===== src/diag_image_pkg.sv =====
// constants, offsets and types for the diagnostic image block
// assumes a 10 MHz clock and an ahb-lite master with single word transfers
package diag_image_pkg;

  // ****************************************************
  // clock and timing
  // ****************************************************
  localparam int unsigned CLK_HZ          = 10_000_000;
  localparam int unsigned CYC_PER_MS      = CLK_HZ / 1000;
  localparam int unsigned SURV_DEFAULT_MS = 80;
  localparam int unsigned SURV_MAX_MS     = 255;
  localparam int unsigned FILT_MS         = 5;
  localparam int unsigned FILT_CYC        = FILT_MS * CYC_PER_MS;

  // ****************************************************
  // register byte offsets
  // ****************************************************
  localparam logic [7:0] OFS_GEN     = 8'h00;
  localparam logic [7:0] OFS_CHAN    = 8'h04;
  localparam logic [7:0] OFS_PORT_LO = 8'h08;
  localparam logic [7:0] OFS_PORT_HI = 8'h0c;
  localparam logic [7:0] OFS_CFG     = 8'h10;
  localparam logic [7:0] OFS_EXT_EN  = 8'h14;
  localparam logic [7:0] OFS_SEL     = 8'h18;
  localparam logic [7:0] OFS_IDENT   = 8'h1c;
  localparam logic [7:0] OFS_EVENT   = 8'h20;

  // ****************************************************
  // general byte 0 bit positions
  // ****************************************************
  localparam int unsigned B_SYS_LOW   = 0;
  localparam int unsigned B_ACT_LOW   = 1;
  localparam int unsigned B_SENS_SHRT = 2;
  localparam int unsigned B_ACT_SHRT  = 3;
  localparam int unsigned B_UNDER_T   = 4;
  localparam int unsigned B_OVER_T    = 5;
  localparam int unsigned B_FORCED    = 6;
  localparam int unsigned B_INT_ERR   = 7;

  localparam logic [7:0] SURV_RST = 8'h50;

  typedef enum logic [1:0] {
    DIAG_NONE = 2'h0,
    DIAG_NOTE = 2'h1,
    DIAG_WARN = 2'h3,
    DIAG_ERR  = 2'h2
  } diag_class_t;

endpackage : diag_image_pkg


===== src/diag_image.sv =====
// diagnostic image for an eight port i/o master, ahb-lite register slave
// assumes pin level inputs are asynchronous, one clock domain
`timescale 1ns/1ns

module diag_image #(
  parameter int unsigned NCH   = 16,
  parameter int unsigned NPORT = 8,
  parameter int unsigned FILT  = diag_image_pkg::FILT_CYC,
  parameter int unsigned MSCYC = diag_image_pkg::CYC_PER_MS
) (
  input  wire logic        mclk_i,
  input  wire logic        rst_i,
  input  wire logic        ce_i,
  input  wire logic [15:0] out_cmd_i,
  input  wire logic [15:0] out_meas_i,
  input  wire logic [7:0]  gen_cond_i,
  input  wire logic [7:0]  port_comm_fault_i,
  input  wire logic [7:0]  port_valid_mismatch_i,
  input  wire logic [15:0] port_diag_class_i,
  input  wire logic [15:0] sel_vendor_id_i,
  input  wire logic [15:0] sel_device_id_i,
  input  wire logic [15:0] sel_event_code_i,
  input  wire logic        hsel,
  input  wire logic [31:0] haddr,
  input  wire logic [1:0]  htrans,
  input  wire logic        hwrite,
  input  wire logic [2:0]  hsize,
  input  wire logic [31:0] hwdata,
  input  wire logic        hready,
  output logic      [31:0] hrdata,
  output logic             hreadyout,
  output logic             hresp,
  output logic      [2:0]  port_sel_o
);
  import diag_image_pkg::*;

  // ****************************************************
  // input synchronisers
  // ****************************************************
  localparam int unsigned SW = 16 + 8 + 8 + 8 + 16;
  logic [SW-1:0] s1_q, s2_q;
  logic [15:0]   meas_s;
  logic [7:0]    gen_s, comm_s, vmis_s;
  logic [15:0]   cls_s;

  always_ff @(posedge mclk_i) begin
    if (rst_i) begin
      s1_q <= '0;
      s2_q <= '0;
    end else if (ce_i) begin
      s1_q <= {out_meas_i, gen_cond_i, port_comm_fault_i,
               port_valid_mismatch_i, port_diag_class_i};
      s2_q <= s1_q;
    end
  end
  assign {meas_s, gen_s, comm_s, vmis_s, cls_s} = s2_q;

  // ****************************************************
  // configuration registers and bus slave
  // ****************************************************
  logic [7:0]  surv_q, surv_d;
  logic [7:0]  ext_q, ext_d, evt_q, evt_d;
  logic [2:0]  sel_q, sel_d;
  logic        wr_q, wr_d;
  logic [7:0]  wa_q, wa_d;
  logic [31:0] rd_q, rd_d;
  logic [15:0] chan_q;
  logic [7:0]  gen0_q;
  logic [7:0]  pce_q, pve_q, pde_q, pdw_q, pdn_q;
  logic [15:0] ven_q, dev_q, evc_q;

  function automatic logic [31:0] rd_mux(input logic [7:0] a);
    logic [31:0] r;
    r = '0;
    if (a == OFS_GEN)
      r = {16'h0, 4'h0, pdn_q != 0, pdw_q != 0, pde_q != 0,
           pve_q != 0, gen0_q};
    else if (a == OFS_CHAN)
      r = {16'h0, chan_q};
    else if (a == OFS_PORT_LO)
      r = {pde_q, pve_q, 8'h00, pce_q};
    else if (a == OFS_PORT_HI)
      r = {16'h0, pdn_q, pdw_q};
    else if (a == OFS_CFG)
      r = {24'h0, surv_q};
    else if (a == OFS_EXT_EN)
      r = {16'h0, evt_q, ext_q};
    else if (a == OFS_SEL)
      r = {29'h0, sel_q};
    else if (a == OFS_IDENT)
      r = {ven_q, dev_q};
    else if (a == OFS_EVENT)
      r = {16'h0, evc_q};
    return r;
  endfunction : rd_mux

  always_comb begin
    surv_d = surv_q;
    ext_d  = ext_q;
    evt_d  = evt_q;
    sel_d  = sel_q;
    rd_d   = rd_q;
    wr_d   = 1'b0;
    wa_d   = wa_q;
    if (wr_q) begin
      if (wa_q == OFS_CFG)
        surv_d = hwdata[7:0];
      else if (wa_q == OFS_EXT_EN) begin
        ext_d = hwdata[7:0];
        evt_d = hwdata[15:8];
      end else if (wa_q == OFS_SEL)
        sel_d = hwdata[2:0];
    end
    if (hsel && hready && htrans[1]) begin
      wr_d = hwrite;
      wa_d = haddr[7:0];
      if (!hwrite)
        rd_d = rd_mux(haddr[7:0]);
    end
  end

  always_ff @(posedge mclk_i) begin
    if (rst_i) begin
      surv_q <= SURV_RST;
      ext_q  <= '0;
      evt_q  <= '0;
      sel_q  <= '0;
      wr_q   <= 1'b0;
      wa_q   <= '0;
      rd_q   <= '0;
    end else if (ce_i) begin
      surv_q <= surv_d;
      ext_q  <= ext_d;
      evt_q  <= evt_d;
      sel_q  <= sel_d;
      wr_q   <= wr_d;
      wa_q   <= wa_d;
      rd_q   <= rd_d;
    end
  end

  // ****************************************************
  // output channel surveillance
  // ****************************************************
  // counter wide enough for the longest window
  localparam int unsigned SCW = $clog2(SURV_MAX_MS * MSCYC + 1);
  logic [15:0]    cmd_q, cmd_d;
  logic [15:0]    chan_d, rise;
  logic [SCW-1:0] surv_cnt_q [NCH], surv_cnt_d [NCH];
  logic [15:0] filt_cnt_q [NCH], filt_cnt_d [NCH];

  always_comb begin
    cmd_d  = out_cmd_i;
    chan_d = chan_q;
    rise   = out_cmd_i & ~cmd_q;
    for (int i = 0; i < NCH; i++) begin
      surv_cnt_d[i] = surv_cnt_q[i];
      filt_cnt_d[i] = filt_cnt_q[i];
      if (rise[i])
        surv_cnt_d[i] = SCW'(surv_q * MSCYC);
      else if (surv_cnt_q[i] != 0)
        surv_cnt_d[i] = surv_cnt_q[i] - SCW'(1);
      if (out_cmd_i[i] != meas_s[i] && !rise[i]
          && surv_cnt_q[i] == 0) begin
        if (filt_cnt_q[i] != 16'(FILT))
          filt_cnt_d[i] = filt_cnt_q[i] + 16'd1;
      end else
        filt_cnt_d[i] = '0;
      chan_d[i] = (filt_cnt_q[i] == 16'(FILT));
    end
  end

  always_ff @(posedge mclk_i) begin
    if (rst_i) begin
      cmd_q  <= '0;
      chan_q <= '0;
      for (int i = 0; i < NCH; i++) begin
        surv_cnt_q[i] <= '0;
        filt_cnt_q[i] <= '0;
      end
    end else if (ce_i) begin
      cmd_q  <= cmd_d;
      chan_q <= chan_d;
      for (int i = 0; i < NCH; i++) begin
        surv_cnt_q[i] <= surv_cnt_d[i];
        filt_cnt_q[i] <= filt_cnt_d[i];
      end
    end
  end

  // ****************************************************
  // general and port diagnostics
  // ****************************************************
  logic [7:0]  gen0_d, pce_d, pve_d, pde_d, pdw_d, pdn_d;
  logic [15:0] ven_d, dev_d, evc_d;

  always_comb begin
    gen0_d = gen_s;
    gen0_d[B_ACT_SHRT] = gen_s[B_ACT_SHRT] | (|chan_q);
    pce_d = comm_s;
    pve_d = vmis_s;
    for (int p = 0; p < NPORT; p++) begin
      pde_d[p] = diag_class_t'(cls_s[2*p +: 2]) == DIAG_ERR;
      pdw_d[p] = diag_class_t'(cls_s[2*p +: 2]) == DIAG_WARN;
      pdn_d[p] = diag_class_t'(cls_s[2*p +: 2]) == DIAG_NOTE;
    end
    ven_d = ext_q[sel_q] ? sel_vendor_id_i : 16'h0000;
    dev_d = ext_q[sel_q] ? sel_device_id_i : 16'h0000;
    evc_d = evt_q[sel_q] ? sel_event_code_i : 16'h0000;
  end

  always_ff @(posedge mclk_i) begin
    if (rst_i) begin
      gen0_q <= '0;
      pce_q  <= '0;
      pve_q  <= '0;
      pde_q  <= '0;
      pdw_q  <= '0;
      pdn_q  <= '0;
      ven_q  <= '0;
      dev_q  <= '0;
      evc_q  <= '0;
    end else if (ce_i) begin
      gen0_q <= gen0_d;
      pce_q  <= pce_d;
      pve_q  <= pve_d;
      pde_q  <= pde_d;
      pdw_q  <= pdw_d;
      pdn_q  <= pdn_d;
      ven_q  <= ven_d;
      dev_q  <= dev_d;
      evc_q  <= evc_d;
    end
  end

  assign hrdata     = rd_q;
  assign hreadyout  = 1'b1;
  assign hresp      = 1'b0;
  assign port_sel_o = sel_q;
endmodule : diag_image


===== config.mk =====
export PLATFORM = sky130hd
export DESIGN_NAME = diag_image
export DESIGN_NICKNAME = d
export VERILOG_FILES = /design/src/diag_image_pkg.sv /design/src/diag_image.sv
export SDC_FILE = /design/constraint.sdc
export NUM_CORES = 2
export LEC_CHECK = 0
export BUFFER_PORTS_ARGS = -buffer_cell sky130_fd_sc_hd__buf_2
export CAP_MARGIN = 10
export CORE_UTILIZATION = 35
export DETAILED_ROUTE_END_ITERATION = 10
export GPL_TIMING_DRIVEN = 1
export PLACE_DENSITY_LB_ADDON = 0.25
export SLEW_MARGIN = 20
export SYNTH_ARGS = -nofsm -noshare
export SYNTH_HDL_FRONTEND = slang
export SYNTH_SLANG_ARGS = --single-unit

===== constraint.sdc =====
create_clock -name mclk_i -period 7.4 [get_ports mclk_i]
set_input_delay 1.48 -clock mclk_i [delete_from_list [all_inputs] [get_ports mclk_i]]
set_output_delay 1.48 -clock mclk_i [all_outputs]
set_load 0.01 [all_outputs]

# --- After elaboration in Yosys (flattened, before gate mapping) ---
# Memories as Yosys holds them, arrays and structs flattened.
# Index checks and enable logic that the tools add are counted.
classes:
  reduce_logical: 93
  bitwise_logic: 38
  multipliers: 1
  muxes: 118
  n_eq_ne: 83
  n_addsub: 32
  magnitude_cmp: 1
op_table:
  columns: ["operator", "n"]
  rows:
  - ["$mux W22", 48]
  - ["$mux W16", 52]
  - ["$logic_not A22 Y1", 16]
  - ["$reduce_bool A22 Y1", 16]
  - ["$sub A22 B1 Y22 const B", 16]
  - ["$add A16 B1 Y16 const B", 16]
  - ["$eq A16 B16 Y1 const B", 16]
  - ["$mux W32", 8]
  - ["$ne A16 B16 Y1 const B", 16]
  - ["$eq A8 B5 Y1 const B", 7]
  - ["$logic_and A1 B1 Y1", 34]
  - ["$or A1 B1 Y1", 33]
  - ["$eq A2 B2 Y1 const B", 16]
  - ["$reduce_bool A8 Y1", 4]
  - ["$mul A8 B10 Y18 const B", 1]
  - ["$and A16 B16 Y16", 1]
  - ["$eq A2 B1 Y1 const B", 8]
  - ["$eq A8 B4 Y1 const B", 2]
  - ["$logic_not A1 Y1", 16]
  - ["$ne A1 B1 Y1", 16]
  - ["$not A16 Y16", 1]
  - ["$reduce_or A16 Y1", 1]
  - ["$eq A8 B3 Y1 const B", 1]
  - ["$eq A8 B6 Y1 const B", 1]
  - ["other kinds (9)", 20]
totals:
  ramBits: 608
  elab_cells: 388
  regBits: 308
  inputBits: 195
  mem_count: 2
  out_inout_bits: 37
memory_table:
  columns: ["memory", "words", "word_bits", "rd", "rd_ports_with_merged_regs", "wr", "line_no", "rtl"]
  rows:
  - ["surv_cnt_q", 16, 22, 16, 0, 16, "diag_image.sv:149", "logic [SCW-1:0] surv_cnt_q [NCH], surv_cnt_d [NCH];"]
  - ["filt_cnt_q", 16, 16, 16, 0, 16, "diag_image.sv:150", "logic [15:0] filt_cnt_q [NCH], filt_cnt_d [NCH];"]

# --- Longest topological paths before layout ---
depth:
  ltp_word: 10
  mapped_depth: 14
  depth_no_buf: 12

# --- Least setup slack after synthesis ---
# No wires, ideal clock.
synth_path:
  kind: "register -> register"
  start: "register surv_q[1]"
  end: "memory surv_cnt_q[0][128] (netlist bit) (data pin)"
  path_stages_with_launch: 14
  path_slack_ps: 2931
  t_required_ps: 7132
  setup_ps: 268
  arrival_time_ps: 4201
  n_path_buf: 3
  synth_period_minus_slack_ps: 4469
  cell_sequence: "dfxtp_1 clkbuf_1 clkbuf_1 inv_1 fa_1 fa_1 inv_1 fa_1 a21o_1 a41oi_1 nor3_1 nor4_1 clkbuf_1 o22ai_1"
synth_lines:
  columns: ["item", "line_no", "rtl"]
  rows:
  - ["start: declaration", "diag_image.sv:61", "logic [7:0] surv_q, surv_d;"]
  - ["start signal: assignment", "diag_image.sv:132", "surv_q <= surv_d;"]
  - ["end: declaration", "diag_image.sv:149", null]

==> key figures <==
Die
  • Die height: 372.7 um
  • Core area: approximately 140000 sq um
  • Floorplan die width: around 370 um
  • Number of top-level design ports: 232
  • Die Footprint: 138900 sq um
  • Initial core utilization: 35.37%
  • Number of placement rows: between 100 and 150

Timing
  • Sum of negative setup slack: 0 ns
  • Count of final setup violators: 0
  • RSZ-0062 raised after global routing: no
  • Post-route clock period utilization: 71.95%
  • Final Skew: 0.02646 ns
  • Final-report max-slew violation count: 0
  • Post-layout minimum cycle time: 5.324 ns
  • Max-slew headroom: 23.37%
  • Maximum clock frequency: 187.8 MHz
  • Worst-Margin Slew: ~1.1 ns
  • Hold Violations, Final: 0

Layout
  • Filler Cells Inserted: 13.28k
  • Layout overhead on the synthesized area: 13.14%
  • FF/Latch Area: roughly 24000 sq um
  • Number of nets in the finished design: 5186
  • Share of layout cells above drive strength 1: under 10%
  • Area of the multi-input gates: 22440 sq um
  • Final standard cell area without fillers: 54410 sq um

Clocking
  • Clock Pin Slew Worst Setup and Hold Paths: 0.06 ns
  • Number of H-tree branching levels: 3
  • CTS-repair resized insts: 0
  • Number of buffers inserted by hold repair at cts: 0
  • Clock latency at the later pin of the worst-skew pair: 0.72 ns
  • Longest Clk Path Bufs: 3
  • Clk Tree Root Cell: sky130_fd_sc_hd__clkbuf_16
  • TritonCTS clock tree: yes
  • Buffers inserted during post-CTS setup optimization: 0
  • TritonCTS buffer count: 100
  • CTS Sinks: 916

Logic synthesis
  • Area share of xor/xnor cells in the synthesized design: 9.433%
  • Yosys cell types: 75
  • Post-Syn Instances: 4767
  • Syn nets: 5074
  • Synth Register Bits: 916
  • Number of warnings issued by yosys: 0
  • Main combinational cell family by area after synthesis: simple AND/OR/NAND/NOR gates
  • Multiplexer area fraction after synthesis: 4.090%
  • Sequential element share of the synthesized area: 50.78%
  • Post-Synthesis Mean Instance Area: ~10 sq um
  • Number of flops mapped to enable cells by yosys: 608
  • Post-Synth Adder-Cell Area: 3.101%
  • Post-Synth Simple-Gate Area: 20.20%
  • Area of the mapped netlist: roughly 48000 sq um
  • Share of the synthesized area in compound gates (AO/OA/AOI/OAI): 9.413%
  • Async set-or-reset flop fraction in the synthesized netlist: 0%
  • Main flop type after synthesis: sky130_fd_sc_hd__edfxtp_1

Detailed routing
  • Remaining antenna violation count: 0
  • Initial DRT Pass Iterations: 8
  • Post-detailed-route DRC marker count: 0
  • Average via count per standard cell: 5.326
  • DR WL/cell: 18.99 um
  • Total via count after detailed routing: 35.95k
  • Iteration-0 DRC Markers: 2795
  • Detailed-route wire length: 128.2 mm

Place
  • Post-detail-place hpwl: approximately 85 mm
  • Input/output buffers: 185
  • RePlAce Congestion: 0.8386
  • Area after DPL: 50980 sq um

Worst setup path
  • Delay of the slowest cell on the worst path: around 0.80 ns
  • Peak fanout along the critical path: 21
  • Most Frequent Cell on Critical Path: sky130_fd_sc_hd__fa_1
  • CP Class: flip-flop to flip-flop
  • Critical Path RT: approximately 7.9 ns
  • Master of the slowest instance on the critical path: sky130_fd_sc_hd__nand4_1
  • Critical path arrival: between 5 and 6 ns
  • Element type at the critical path end: flip-flop
  • CP Cell Sequence: buf_4, ha_1, inv_1, fa_1, fa_1, inv_1, fa_1, a21o_1, a41oi_1, a311o_1, nand4_1, buf_4, o22ai_1
  • Type of origin of the critical path: flip-flop

Power and ir drop
  • P per Cell Area: 224.1 nW/um^2
  • Worst IR Drop VDD: approximately 180 uV
  • Static power due to leakage: 19.42 nW

Status
  • Result of the run: completed

GRT
  • Global-route wire length before repair: 199.1 mm
  • Overall overflow remaining after global route: 0
  • Pin count of the biggest net entering global routing: 169
  • Vias in the first global route: 33.88k
  • Antenna violations before repair: 14
  • Overall routing resource usage: 18.00%

Worst hold path
  • Path category of the worst min-delay check: flip-flop to flip-flop

Job
  • Max Cap Violations: 0
## final timing paths
check / slack (ns) / start / depth (start not counted) / endpoint
worst max-delay path: 2.08 / surv_q[2] / 13 / surv_cnt_q[0][174]
worst min-delay path: 0.45 / wa_q[6] / 2 / wa_q[6]
worst max register to register: 2.08 / surv_q[2] / 13 / surv_cnt_q[0][174]
worst min register to register: 0.45 / wa_q[6] / 2 / wa_q[6]
## cell type report
class                           instances  share of cell area, %
Antenna cell                            4                0.01840
Clock buffer                          137                  5.213
Clock inverter                         50                 0.9221
Inverter                              125                 0.8623
Multi-Input combinational cell       3484                  41.24
Sequential cell                       916                  44.89
Tap cell                             1781                  4.095
Timing Repair Buffer                  252                  2.759
## critical path: cells and delay by family, from the launching register on
kind                     cells  cell delay, ns
flip-flops                   1            0.33
AND/OR/NAND/NOR              1            0.80
AO/OA/AOI/OAI                4            1.09
buffers and inverters        4            1.13
adder cells (fa/ha/maj)      4            1.77
## synth_stat cells, drive strengths merged, types with 53 or more instances
library cell  count  area share [%]
nor2            894             7.0
edfxtp          608              38
dfxtp           308              13
xnor2           300             5.5
nand2           273             2.1
xor2            218             4.0
clkbuf          195             1.5
mux2i           183             3.8
a211oi          162             2.5
nor3            138             1.4
inv             123            0.96
nand3           123             1.3
nor4            111             1.5
ha              100             2.6
a21oi            93            0.97
o21ai            89            0.93
nand4            78             1.0
o22ai            68            0.88
a22o             61             1.1
or4              60            0.95
or3              53            0.69
## cells in the final DEF, fill, tap and decap left out, types with 26 or more instances in the layout
| cell | n |
|---|---|
| sky130_fd_sc_hd__mux2i_1 | 183 |
| sky130_fd_sc_hd__clkbuf_16 | 103 |
| sky130_fd_sc_hd__nor2b_1 | 30 |
| sky130_fd_sc_hd__xnor2_1 | 297 |
| sky130_fd_sc_hd__ha_1 | 100 |
| sky130_fd_sc_hd__edfxtp_1 | 608 |
| sky130_fd_sc_hd__a211oi_1 | 162 |
| sky130_fd_sc_hd__nor4_1 | 104 |
| sky130_fd_sc_hd__buf_4 | 63 |
| sky130_fd_sc_hd__nand2_1 | 272 |
| sky130_fd_sc_hd__dfxtp_1 | 304 |
| sky130_fd_sc_hd__nand4_1 | 78 |
| sky130_fd_sc_hd__a311oi_1 | 31 |
| sky130_fd_sc_hd__nor2_1 | 887 |
| sky130_fd_sc_hd__a21oi_1 | 91 |
| sky130_fd_sc_hd__nor3_1 | 138 |
| sky130_fd_sc_hd__and3_1 | 47 |
| sky130_fd_sc_hd__nand3_1 | 123 |
| sky130_fd_sc_hd__inv_1 | 123 |
| sky130_fd_sc_hd__o22ai_1 | 68 |
| sky130_fd_sc_hd__or4_1 | 58 |
| sky130_fd_sc_hd__or3_1 | 53 |
| sky130_fd_sc_hd__nand3b_1 | 26 |
| sky130_fd_sc_hd__a22o_1 | 61 |
| sky130_fd_sc_hd__nand2b_1 | 45 |
| sky130_fd_sc_hd__xor2_1 | 216 |
| sky130_fd_sc_hd__o21ai_0 | 89 |
| sky130_fd_sc_hd__buf_2 | 183 |
## sequential cells by signal, summed over array words and instances, names as in the netlist
| name | cells |
|---|---|
| surv_cnt_q | 352 |
| chan_q | 16 |
| surv_q | 8 |
| gen0_q | 8 |
| ext_q | 8 |
| ven_q | 16 |
| hrdata | 32 |
| dev_q | 16 |
| wr_q | 1 |
| pde_q | 8 |
| s2_q | 56 |
| pdw_q | 8 |
| filt_cnt_q | 256 |
| wa_q | 8 |
| s1_q | 56 |
| pce_q | 8 |
| cmd_q | 16 |
| evc_q | 16 |
| evt_q | 8 |
| port_sel_o | 3 |
| pve_q | 8 |
| pdn_q | 8 |
## power by group
part | total (mW) | internal, mW | switching, mW
clock | 5.12 | 2.94 | 2.18
sequential | 5.99 | 5.74 | 0.250
combinational | 1.09 | 0.436 | 0.650
total | 12.2 | 9.11 | 3.08
## logic make-up (layout without fill, tap and decap cells)
family          after synthesis  in the layout
compound gates              650            650
mux                         191            191
other cells                   2              6
simple gates               2011           2011
flops                       916            916
xor+xnor                    518            518
fa+ha+maj                   112            112
buf+inv                     367            564
## metrics by stage
step           utilization [%]  worst slack [ns]  std cells  hold slack [ns]  power (mW)
2_1_floorplan                -             2.931       4767           0.4312       6.834
3_3_place_gp             37.49             2.077       6556           0.4408       7.149
3_5_place_dp             37.49             2.062       6556           0.4468       7.164
4_1_cts                  39.95             2.018       6743           0.4553       12.31
5_1_grt                  40.02             1.848       6749           0.4702       12.66
6_report                 40.02             2.076       6749           0.4505       12.19
## layer usage
layer  wire, um  GRT usage [%]
met1      61450          26.09
met2      57640          28.08
met3       6221          2.447
met4       2829          4.584
met5         13              0
No activity file was read; power rests on OpenSTA's default activity.
